<file path="config.mk">
export PLATFORM = sky130hd
export DESIGN_NAME = watchdog_timer
export DESIGN_NICKNAME = d
export VERILOG_FILES = /design/src/hw/wdt_pkg.sv /design/src/hw/watchdog_timer.sv
export VERILOG_INCLUDE_DIRS = /design/src /design/src/hw
export SDC_FILE = /design/constraint.sdc
export NUM_CORES = 1
export LEC_CHECK = 0
export BUFFER_PORTS_ARGS = -buffer_cell sky130_fd_sc_hd__buf_2
export CORE_ASPECT_RATIO = 2
export CORE_MARGIN = 1
export CORE_UTILIZATION = 54
export CTS_CLUSTER_DIAMETER = 50
export DETAILED_ROUTE_END_ITERATION = 8
export PLACE_DENSITY_LB_ADDON = 0.1
export SYNTH_ARGS = -nofsm -noshare
export SYNTH_HDL_FRONTEND = slang
export SYNTH_SLANG_ARGS = --single-unit
</file>
<file path="constraint.sdc">
create_clock -name pclk -period 11.4 [get_ports pclk]
set_clock_uncertainty 0.05 [all_clocks]
set_input_delay 3.42 -clock pclk [delete_from_list [all_inputs] [get_ports pclk]]
set_output_delay 3.42 -clock pclk [all_outputs]
set_load 0.01 [all_outputs]
</file>
<file path="src/hw/wdt_params.svh">
// watchdog constants: register offsets, field positions, reset values, timing counts
// assumes an apb slave on pclk at 100 MHz and a slow rc tick from a pin
`ifndef WDT_PARAMS_SVH
`define WDT_PARAMS_SVH

`define OFS_CONFIG      12'h000
`define OFS_CONTROL     12'h004
`define OFS_STATUS      12'h008
`define OFS_IRQ_STATUS  12'h00c
`define OFS_IRQ_MASK    12'h010
`define OFS_COUNT       12'h014

// config word fields
`define CFG_POST_LSB    0
`define CFG_POST_MSB    3
`define CFG_PRE_BIT     4
`define CFG_WINDOW_DISABLE_BIT  6
`define CFG_FUSE_BIT    7
`define CFG_RESET       8'hdf

// control/status register fields
`define CTL_IDLE_BIT    2
`define CTL_SLEEP_BIT   3
`define CTL_FLAG_BIT    4
`define CTL_SOFT_BIT    5

// interrupt status bits
`define IRQ_TIMEOUT     0
`define IRQ_WAKE        1
`define IRQ_WIN_ERR     2
`define IRQ_WIDTH       3

`define PRE_SHORT       7'h1f
`define PRE_LONG        7'h7f
`define RC_KHZ          32
`define RESET_PULSE_NS  100
`define RESET_PULSE_CYC ((`RESET_PULSE_NS + 9) / 10)

`endif

</file>
<file path="src/hw/wdt_pkg.sv">
// watchdog types shared between design and bench
// assumes nothing beyond the parameter header
package wdt_pkg;
	typedef enum logic [1:0] {
		run_mode,
		sleep_mode,
		idle_mode
	} power_type;
endpackage : wdt_pkg

</file>
<file path="src/hw/watchdog_timer.sv">
// watchdog timer with prescaler, postscaler, window mode and apb registers
// assumes rc_tick_async is a slow rc clock from another domain; other inputs on pclk
//
// Decided for this implementation: the APB interface to the registers and the placing of the registers.
`timescale 1ns/1ns
`include "wdt_params.svh"

module watchdog_timer (
	// clock and reset
	input  wire logic               pclk,
	input  wire logic               presetn,
	input  wire logic               clk_en,
	// apb
	input  wire logic               psel,
	input  wire logic               penable,
	input  wire logic               pwrite,
	input  wire logic [11:0]        paddr,
	input  wire logic [31:0]        pwdata,
	output logic      [31:0]        prdata,
	output logic                    pready,
	output logic                    pslverr,
	// core events
	input  wire logic               rc_tick_async,
	input  wire logic               clear_watchdog_instr,
	input  wire logic               power_save_instr,
	input  wire logic               power_save_idle,
	input  wire logic               wake_other,
	input  wire logic               clock_switch_done,
	// outputs
	output logic                    watchdog_reset,
	output logic                    wake_core,
	output logic                    low_power_rc_osc_en,
	output wdt_pkg::power_type      power_state,
	output logic                    irq
);
	import wdt_pkg::*;

	logic [7:0]              config_word;
	logic                    soft_enable_bit;
	logic                    timeout_flag;
	logic                    sleep_status;
	logic                    idle_status;
	logic [`IRQ_WIDTH-1:0]   irq_status;
	logic [`IRQ_WIDTH-1:0]   irq_mask;
	logic [6:0]              pre_count;
	logic [14:0]             post_count;
	logic                    rc_sync1;
	logic                    rc_sync2;
	logic                    rc_prev;
	logic [3:0]              rst_cnt;
	logic                    enabled;
	logic                    rc_edge;
	logic                    pre_done;
	logic                    post_done;
	logic                    timeout;
	logic                    early_clear;
	logic                    wake_exit;
	logic                    counts_clear;
	logic [14:0]             post_limit;
	logic                    apb_acc;
	logic                    apb_wr;
	logic                    apb_rd;
	logic                    addr_ok;
	logic [`IRQ_WIDTH-1:0]   events;
	logic [24:0]             elapsed_x4;
	logic [24:0]             limit_x3;
	logic [24:0]             period_x3;

	function automatic logic [14:0] ratio_limit(input logic [3:0] code);
		ratio_limit = 15'((32'h1 << code) - 32'h1);
	endfunction : ratio_limit

	function automatic logic is_mapped(input logic [11:0] a);
		is_mapped = (a == `OFS_CONFIG) || (a == `OFS_CONTROL) || (a == `OFS_STATUS)
			|| (a == `OFS_IRQ_STATUS) || (a == `OFS_IRQ_MASK) || (a == `OFS_COUNT);
	endfunction : is_mapped

	assign enabled      = config_word[`CFG_FUSE_BIT] | soft_enable_bit;
	assign rc_edge      = rc_sync2 & ~rc_prev;
	assign pre_done     = rc_edge && (pre_count == (config_word[`CFG_PRE_BIT] ?
		`PRE_LONG : `PRE_SHORT));
	assign post_limit   = ratio_limit(config_word[`CFG_POST_MSB:`CFG_POST_LSB]);
	assign post_done    = pre_done && (post_count == post_limit);
	assign timeout      = enabled && post_done;
	// elapsed slow edges times four against three times the whole period
	assign elapsed_x4   = config_word[`CFG_PRE_BIT] ?
		({10'h000, post_count} << 9) + {16'h0000, pre_count, 2'b00} :
		({10'h000, post_count} << 7) + {16'h0000, pre_count, 2'b00};
	assign limit_x3     = {9'h000, post_limit, 1'b0} + {10'h000, post_limit} + 25'h0000003;
	assign period_x3    = config_word[`CFG_PRE_BIT] ? (limit_x3 << 7) : (limit_x3 << 5);
	// window open only in the last quarter of the postscaled period
	assign early_clear  = enabled && !config_word[`CFG_WINDOW_DISABLE_BIT]
		&& clear_watchdog_instr && (power_state == run_mode)
		&& (elapsed_x4 < period_x3);
	assign wake_exit    = (power_state != run_mode) && (wake_other || timeout);
	assign counts_clear = clock_switch_done || power_save_instr || wake_exit
		|| (clear_watchdog_instr && power_state == run_mode);
	assign apb_acc      = psel && penable && pready;
	assign addr_ok      = is_mapped(paddr);
	assign apb_wr       = apb_acc && pwrite && addr_ok;
	assign apb_rd       = apb_acc && !pwrite && addr_ok;
	assign events       = {early_clear, wake_exit && timeout, timeout};

	// rc clock synchroniser
	always_ff @(posedge pclk or negedge presetn) begin
		if (!presetn) begin
			rc_sync1 <= 1'b0;
			rc_sync2 <= 1'b0;
			rc_prev  <= 1'b0;
		end else if (clk_en) begin
			rc_sync1 <= rc_tick_async;
			rc_sync2 <= rc_sync1;
			rc_prev  <= rc_sync2;
		end
	end

	// prescaler and postscaler
	always_ff @(posedge pclk or negedge presetn) begin
		if (!presetn) begin
			pre_count  <= 7'h00;
			post_count <= 15'h0000;
		end else if (clk_en) begin
			if (counts_clear || !enabled) begin
				pre_count  <= 7'h00;
				post_count <= 15'h0000;
			end else if (rc_edge) begin
				if (pre_done) begin
					pre_count  <= 7'h00;
					post_count <= post_done ? 15'h0000 : post_count + 15'h0001;
				end else begin
					pre_count <= pre_count + 7'h01;
				end
			end
		end
	end

	// power state tracking
	always_ff @(posedge pclk or negedge presetn) begin
		if (!presetn) begin
			power_state <= run_mode;
		end else if (clk_en) begin
			if (wake_exit) begin
				power_state <= run_mode;
			end else if (power_save_instr && power_state == run_mode) begin
				power_state <= power_save_idle ? idle_mode : sleep_mode;
			end
		end
	end

	// outputs toward the core
	always_ff @(posedge pclk or negedge presetn) begin
		if (!presetn) begin
			wake_core           <= 1'b0;
			low_power_rc_osc_en <= 1'b0;
		end else if (clk_en) begin
			wake_core           <= wake_exit && timeout;
			low_power_rc_osc_en <= enabled;
		end
	end

	// reset pulse on run-mode timeout or early clear
	always_ff @(posedge pclk or negedge presetn) begin
		if (!presetn) begin
			rst_cnt        <= 4'h0;
			watchdog_reset <= 1'b0;
		end else if (clk_en) begin
			if ((timeout && power_state == run_mode) || early_clear) begin
				rst_cnt        <= 4'(`RESET_PULSE_CYC);
				watchdog_reset <= 1'b1;
			end else if (rst_cnt > 4'h1) begin
				rst_cnt <= rst_cnt - 4'h1;
			end else begin
				rst_cnt        <= 4'h0;
				watchdog_reset <= 1'b0;
			end
		end
	end

	// configuration word, soft enable
	always_ff @(posedge pclk or negedge presetn) begin
		if (!presetn) begin
			config_word     <= `CFG_RESET;
			soft_enable_bit <= 1'b0;
		end else if (clk_en && apb_wr) begin
			if (paddr == `OFS_CONFIG) begin
				config_word <= pwdata[7:0];
			end
			if (paddr == `OFS_CONTROL) begin
				soft_enable_bit <= pwdata[`CTL_SOFT_BIT];
			end
		end
	end

	// sticky status bits: hardware set wins over software clear
	always_ff @(posedge pclk or negedge presetn) begin
		if (!presetn) begin
			timeout_flag <= 1'b0;
			sleep_status <= 1'b0;
			idle_status  <= 1'b0;
		end else if (clk_en) begin
			if (apb_wr && paddr == `OFS_CONTROL) begin
				timeout_flag <= pwdata[`CTL_FLAG_BIT] & timeout_flag;
				sleep_status <= pwdata[`CTL_SLEEP_BIT] & sleep_status;
				idle_status  <= pwdata[`CTL_IDLE_BIT] & idle_status;
			end
			if (timeout) begin
				timeout_flag <= 1'b1;
			end
			if (power_save_instr && power_state == run_mode) begin
				if (power_save_idle) begin
					idle_status <= 1'b1;
				end else begin
					sleep_status <= 1'b1;
				end
			end
		end
	end

	// interrupt status, cleared by read, set wins
	always_ff @(posedge pclk or negedge presetn) begin
		if (!presetn) begin
			irq_status <= '0;
			irq_mask   <= '0;
			irq        <= 1'b0;
		end else if (clk_en) begin
			if (apb_rd && paddr == `OFS_IRQ_STATUS) begin
				irq_status <= events;
			end else begin
				irq_status <= irq_status | events;
			end
			if (apb_wr && paddr == `OFS_IRQ_MASK) begin
				irq_mask <= pwdata[`IRQ_WIDTH-1:0];
			end
			irq <= |((irq_status | events) & irq_mask);
		end
	end

	// apb response, no wait states
	always_ff @(posedge pclk or negedge presetn) begin
		if (!presetn) begin
			pready  <= 1'b0;
			pslverr <= 1'b0;
			prdata  <= 32'h0000_0000;
		end else if (clk_en) begin
			pready  <= psel && !penable;
			pslverr <= psel && !penable && !addr_ok;
			prdata  <= 32'h0000_0000;
			if (psel && !penable && !pwrite) begin
				unique case (paddr)
					`OFS_CONFIG:     prdata <= {24'h000000, config_word};
					`OFS_CONTROL:    prdata <= {26'h0, soft_enable_bit, timeout_flag,
						sleep_status, idle_status, 2'b00};
					`OFS_STATUS:     prdata <= {29'h0, enabled, 2'(power_state)};
					`OFS_IRQ_STATUS: prdata <= {29'h0, irq_status};
					`OFS_IRQ_MASK:   prdata <= {29'h0, irq_mask};
					`OFS_COUNT:      prdata <= {10'h000, post_count, pre_count};
					default:         prdata <= 32'h0000_0000;
				endcase
			end
		end
	end
endmodule : watchdog_timer

</file>
==> impl_metrics.py, run 1 <==
metrics = {
    "outcome": {
        "status": "completed",
    },
    "setup_path": {
        "slowest_stage": "dfstp_2",
        "critPathKind": "flip-flop to flip-flop",
        "crit_arrival_ns": 7.43,
        "crit_fanout": 29,
        "end_kind": "flip-flop",
        "cp-start-kind": "flip-flop",
        "path_cells": "nor2_2, inv_1, nor2_1, nand2_1, ha_1, or3_1, a21oi_2, or2_2, ha_1, ha_1, o21ai_0, o21a_1, a31o_2, o21bai_1, a21oi_1, xnor2_1, mux2i_1, ha_1, nand4_1, a311oi_1, o21ai_0, or2_1, a22o_1",
        "critPathRequiredTime_ns": 11.58,
        "max_stage_delay_ns": 0.88,
        "crit_top_cell": "ha_1",
    },
    "yosys": {
        "synthArstFlopShare": 1.00,
        "synthSimpleGateAreaFrac": 0.201,
        "synth_fa_ha_area_frac": 0.0993,
        "synth_xor_area_frac": 0.0485,
        "yosys_warnings": 0,
        "ys.flop_type": "dfrtp_1",
        "synth_area_mm2": 0.00650,
        "synth_top_family_by_area": "compound AO/OA/AOI/OAI gates",
        "ys_seq_area_frac": 0.298,
        "synth_mux_area_frac": 0.0608,
        "synth.largest_area_cell": "dfrtp_1",
        "synth_top_area_frac": 0.269,
        "synth_area_leaders": "dfrtp_1, ha_1, o21ai_0, nand2_1, mux2_2",
        "synth-edff-count": 0,
        "synth_area_per_cell_um2": 8.42,
        "synth_compound_area_frac": 0.215,
        "ys_ff_latch": 77,
        "synth.distinct_cells": 76,
        "postSynthCellCount": 772,
    },
    "clocking": {
        "clkLatencyLatePin_ns": 0.33,
        "cts-htree-levels": 3,
        "cts.reportedPaths.clkPinSlew_ns": 0.06,
        "cts_inserted_buffers": 9,
        "cts_sinks": 77,
        "cts_root_buf": "clkbuf_16",
        "ctsResizeCount": 0,
        "ctsHoldBuffers": 0,
        "cts_tree": "yes",
        "cts_setup_buffers": 0,
        "cts_buffer_depth": 2,
    },
    "pwr": {
        "p_total_uw": 670,
        "p_leak_uw": 0.00333,
        "powerDensity_mw_per_mm2": 95.2,
        "irDropWorstVdd_mv": 0.158,
    },
    "worst_hold_path": {
        "hold_class": "flip-flop to flip-flop",
    },
    "sta": {
        "setup_violations": 0,
        "report.final.hold_viol_count": 0,
        "rsz0062_at_grt": "no",
        "relSlewSlack": 0.341,
        "clock.fmax_mhz": 138,
        "setup_tns_ns": 0,
        "slew_viol_final": 0,
        "fin_crit_sh": 0.636,
        "final.min_clock_period_ns": 7.26,
        "tightest_slew_ns": 0.989,
    },
    "final_layout": {
        "antenna_cells": 0,
        "fin_nets": 901,
        "layout-drive-gt1-share": 0.150,
        "syn_to_final_growth_pct": 8.25,
    },
    "placement": {
        "dp_hpwl_mm": 13.6,
        "port_buffers": 61,
        "routabilityCongestion": 0.927,
    },
    "floorplanning": {
        "core-area_mm2": 0.0117,
        "die_width_um": 79.6,
        "start_util": 0.556,
        "die_area_mm2": 0.0125,
        "pin_count": 96,
        "row_count": 56,
        "fp.dieH_um": 157,
    },
    "grt": {
        "grt_pass1_vias": 5840,
        "grt_usage": 0.301,
        "grt_pass1_wl_mm": 28.9,
        "grt_max_degree": 78,
        "grt.overflow.total": 0,
        "antenna_found_initial": 0,
    },
    "detailed_routing": {
        "drc_errors": 0,
        "ant_nets": 0,
        "avgViaCountPerCell": 6.23,
        "num_vias": 5874,
        "first_pass_iters": 5,
        "postRouteWirelength_mm": 18.0,
        "drt-initial-drc-count": 257,
        "wl_per_cell_um": 19.1,
    },
    "job": {
        "cap_violations": 0,
    },
}
[layer usage]
layer	share of wire	track usage	vias to the layer above
met3	0.030	0.0313	72
li1	-	-	2810
met2	0.53	0.543	163
met4	0.069	0.218	0
met5	0	0	-
met1	0.37	0.314	2829
[placed cells by master (no fill, tap or decap), drive strengths merged, types with 24 or more instances in the layout]
cell    n
a22o   24
o21ai  60
dfrtp  70
buf    63
nor2   51
inv    49
nand2  67
a21oi  45
xnor2  25
ha     50
[registers in the layout, indices dropped and copies added, names as in the netlist]
name                 cells
rc_sync2                 1
prdata                  22
rc_sync1                 1
pslverr                  1
rst_cnt                  4
rc_prev                  1
watchdog_reset           1
irq_mask                 3
wake_core                1
pready                   1
irq                      1
pre_count                7
power_state              2
config_word              8
sleep_status             1
timeout_flag             1
irq_status               3
soft_enable_bit          1
post_count              15
low_power_rc_osc_en      1
idle_status              1
[stage by stage]
stage,util,instances,hold slack [ns],instance area (um2),setup slack (ns)
6_report,0.602,943,0.458,7040,4.14
5_1_grt,0.602,943,0.461,7040,3.78
3_3_place_gp,0.575,928,0.439,6730,4.35
2_1_floorplan,-,781,0.414,6540,5.92
3_5_place_dp,0.575,928,0.437,6730,4.27
4_1_cts,0.602,943,0.456,7040,4.26
[cell families after synthesis]
group | count (synthesis)
compound gates | 213
other cells | 1
mux | 37
simple gates | 247
xor+xnor | 36
buf+inv | 110
flops | 77
fa+ha+maj | 51
[report_power, final]
group | switching, uW | internal (uW)
Sequential | 10.1 | 285
Clock | 112 | 196
Combinational | 39.8 | 26.8
Total | 162 | 508
[critical path, delay by kind of cell (launching register included)]
family / cells / cell delay (ns)
AOI/OAI and AO/OA: 9 / 2.11
adders and majority gates: 4 / 1.67
and+or+nand+nor: 7 / 1.50
DFF: 1 / 0.88
buffers and inverters: 1 / 0.39
xor gates and xnor gates: 1 / 0.32
muxes: 1 / 0.19
[worst paths after layout]
check	start	endpoint	slack, ns	depth (start not counted)
min reg2reg	rc_prev	rc_prev	0.46	1
max	config_word[3]	watchdog_reset	4.14	23
max in group asynchronous	presetn	post_count[8]	7.45	1
min	rc_prev	rc_prev	0.46	1
max reg2reg	config_word[3]	watchdog_reset	4.14	23
min in group asynchronous	presetn	prdata[5]	3.17	1
[synth_stat cells (all sizes together) (6+ instances only)]
master / count
nand2: 67
and4: 6
xor2: 11
buf: 28
o21ai: 60
nand3: 16
a21oi: 45
nor2: 51
dfstp: 7
clkbuf: 33
nand4: 9
nor3: 21
mux2: 20
xnor2: 25
dfrtp: 70
a22o: 24
nor2b: 12
or3: 7
o31ai: 17
a21o: 12
ha: 50
o22ai: 12
and3: 14
inv: 49
mux2i: 17
nand2b: 6
[area by class of cell]
| class | instances | area, um2 |
|---|---|---|
| Clock buffer | 11 | 243 |
| Clock inverter | 4 | 72.6 |
| Fill cell | 1048 | 4660 |
| Inverter | 49 | 184 |
| Multi-Input combinational cell | 594 | 4100 |
| Sequential cell | 77 | 1940 |
| Tap cell | 145 | 181 |
| Timing Repair Buffer | 63 | 323 |
Power figures use the tool's default switching activity.
==> run 2: changes to the inputs <==
clock period = 7.6 ns   (was 11.4 ns; I/O delays follow)
==> impl_metrics.py, run 2 (same netlist as run 1, synthesis figures left out) <==
metrics = {
    "outcome": {
        "status": "completed",
    },
    "grt": {
        "antenna_found_initial": 0,
        "grt_max_degree": 78,
        "grt.overflow.total": 0,
        "grt_usage": 0.305,
        "grt_pass1_wl_mm": 29.2,
        "grt_pass1_vias": 6026,
    },
    "placement": {
        "dp_hpwl_mm": 13.5,
        "port_buffers": 61,
        "routabilityCongestion": 0.900,
    },
    "pwr": {
        "p_leak_uw": 0.00333,
        "powerDensity_mw_per_mm2": 139,
        "irDropWorstVdd_mv": 0.158,
        "p_total_uw": 981,
    },
    "setup_path": {
        "cp-start-kind": "flip-flop",
        "r2r-start": "config_word[3]",
        "max_stage_delay_ns": 0.88,
        "critPathRequiredTime_ns": 7.78,
        "end_kind": "flip-flop",
        "path_buf_inv": 3,
        "reg2reg_setup_slack_ns": 1.22,
        "crit_fanout": 29,
        "slowest_stage": "dfstp_2",
        "crit_arrival_ns": 6.56,
        "critPathKind": "flip-flop to flip-flop",
        "crit_top_cell": "ha_1",
        "cp-startpoint": "config_word[3]",
        "crit_family": "compound AO/OA/AOI/OAI gates",
    },
    "final_layout": {
        "n_fill_cell": 1038,
        "syn_to_final_growth_pct": 8.41,
        "final_cell_mix": "dfrtp_1, nand2_1, buf_2, o21ai_0",
        "fin_nets": 903,
        "layout-drive-gt1-share": 0.155,
        "reg_top3": "prdata: 22 flops, post_count: 15 flops, config_word: 8 flops",
        "regMostFlops": "prdata",
        "largest_reg_flops": 22,
        "antenna_cells": 0,
        "layout_commonest_cell": "dfrtp_1",
    },
    "worst_hold_path": {
        "hold_class": "flip-flop to flip-flop",
        "hold_start": "rc_sync1",
    },
    "floorplanning": {
        "die_area_mm2": 0.0125,
        "row_count": 56,
        "fp.dieH_um": 157,
        "start_util": 0.556,
        "core-area_mm2": 0.0117,
        "pin_count": 96,
        "die_width_um": 79.6,
    },
    "detailed_routing": {
        "ant_nets": 0,
        "num_vias": 5876,
        "first_pass_iters": 7,
        "wl_per_cell_um": 19.0,
        "drc_errors": 0,
        "avgViaCountPerCell": 6.21,
        "postRouteWirelength_mm": 18.0,
        "drt-initial-drc-count": 343,
    },
    "clocking": {
        "cts_tree": "yes",
        "cts_inserted_buffers": 9,
        "cts_root_buf": "clkbuf_16",
        "cts.reportedPaths.clkPinSlew_ns": 0.06,
        "clkLatencyLatePin_ns": 0.34,
        "ctsHoldBuffers": 0,
        "cts_setup_buffers": 0,
        "cts_buffer_depth": 2,
        "cts_sinks": 77,
        "ctsResizeCount": 0,
        "cts-htree-levels": 3,
    },
    "sta": {
        "tightest_slew_ns": 0.971,
        "report.final.hold_viol_count": 0,
        "slew_viol_final": 0,
        "clock.fmax_mhz": 157,
        "relSlewSlack": 0.353,
        "setup_tns_ns": 0,
        "rsz0062_at_grt": "no",
        "final.min_clock_period_ns": 6.38,
        "setup_violations": 0,
        "fin_crit_sh": 0.840,
    },
    "job": {
        "cap_violations": 0,
    },
}
[run 2: changes by cell type in the layout (fill, tap and decap cells not counted)]
cell,delta
clkinvlp_4,+1
clkbuf_1,-1
clkinv_4,+2
clkinv_2,-1
bufinv_16,-1
inv_6,+1
buf_4,+2
[run 2: power breakdown]
part           total, uW  internal (uW)  switching [uW]
Clock                439            265             174
Sequential           444            428            15.9
Combinational       98.1           39.8            58.3
[run 2: metal layers]
metal | GRT usage | routed length [um]
met1 | 0.315 | 6740
met2 | 0.545 | 9420
met3 | 0.0290 | 507
met4 | 0.240 | 1320
met5 | 0 | 0
[run 2: per-stage QoR]
| step | instances | instance area, um2 | hold slack [ns] | setup WS [ns] | utilization |
|---|---|---|---|---|---|
| 3_5_place_dp | 930 | 6740 | 0.440 | 1.30 | 0.576 |
| 3_3_place_gp | 930 | 6740 | 0.439 | 1.32 | 0.576 |
| 6_report | 946 | 7050 | 0.457 | 1.22 | 0.603 |
| 4_1_cts | 946 | 7050 | 0.460 | 1.26 | 0.603 |
| 5_1_grt | 946 | 7050 | 0.472 | 0.822 | 0.603 |
| 2_1_floorplan | 781 | 6540 | 0.414 | 2.21 | - |
[run 2: cell type report]
type                            instances  area [um2]  share of cell area
Multi-Input combinational cell        594        4100               0.582
Sequential cell                        77        1940               0.275
Timing Repair Buffer                   65         338              0.0479
Clock buffer                           10         239              0.0339
Inverter                               49         184              0.0261
Tap cell                              145         181              0.0257
Clock inverter                          6        71.3              0.0101
[run 2: path summary, 6_finish.rpt]
check / end / cells past startpoint
max in group asynchronous: post_count[9] / 1
hold reg to reg: rc_sync1 / 1
min in group asynchronous: prdata[3] / 1
hold / removal: rc_sync1 / 1
setup reg to reg: watchdog_reset / 25
setup / recovery: watchdog_reset / 25
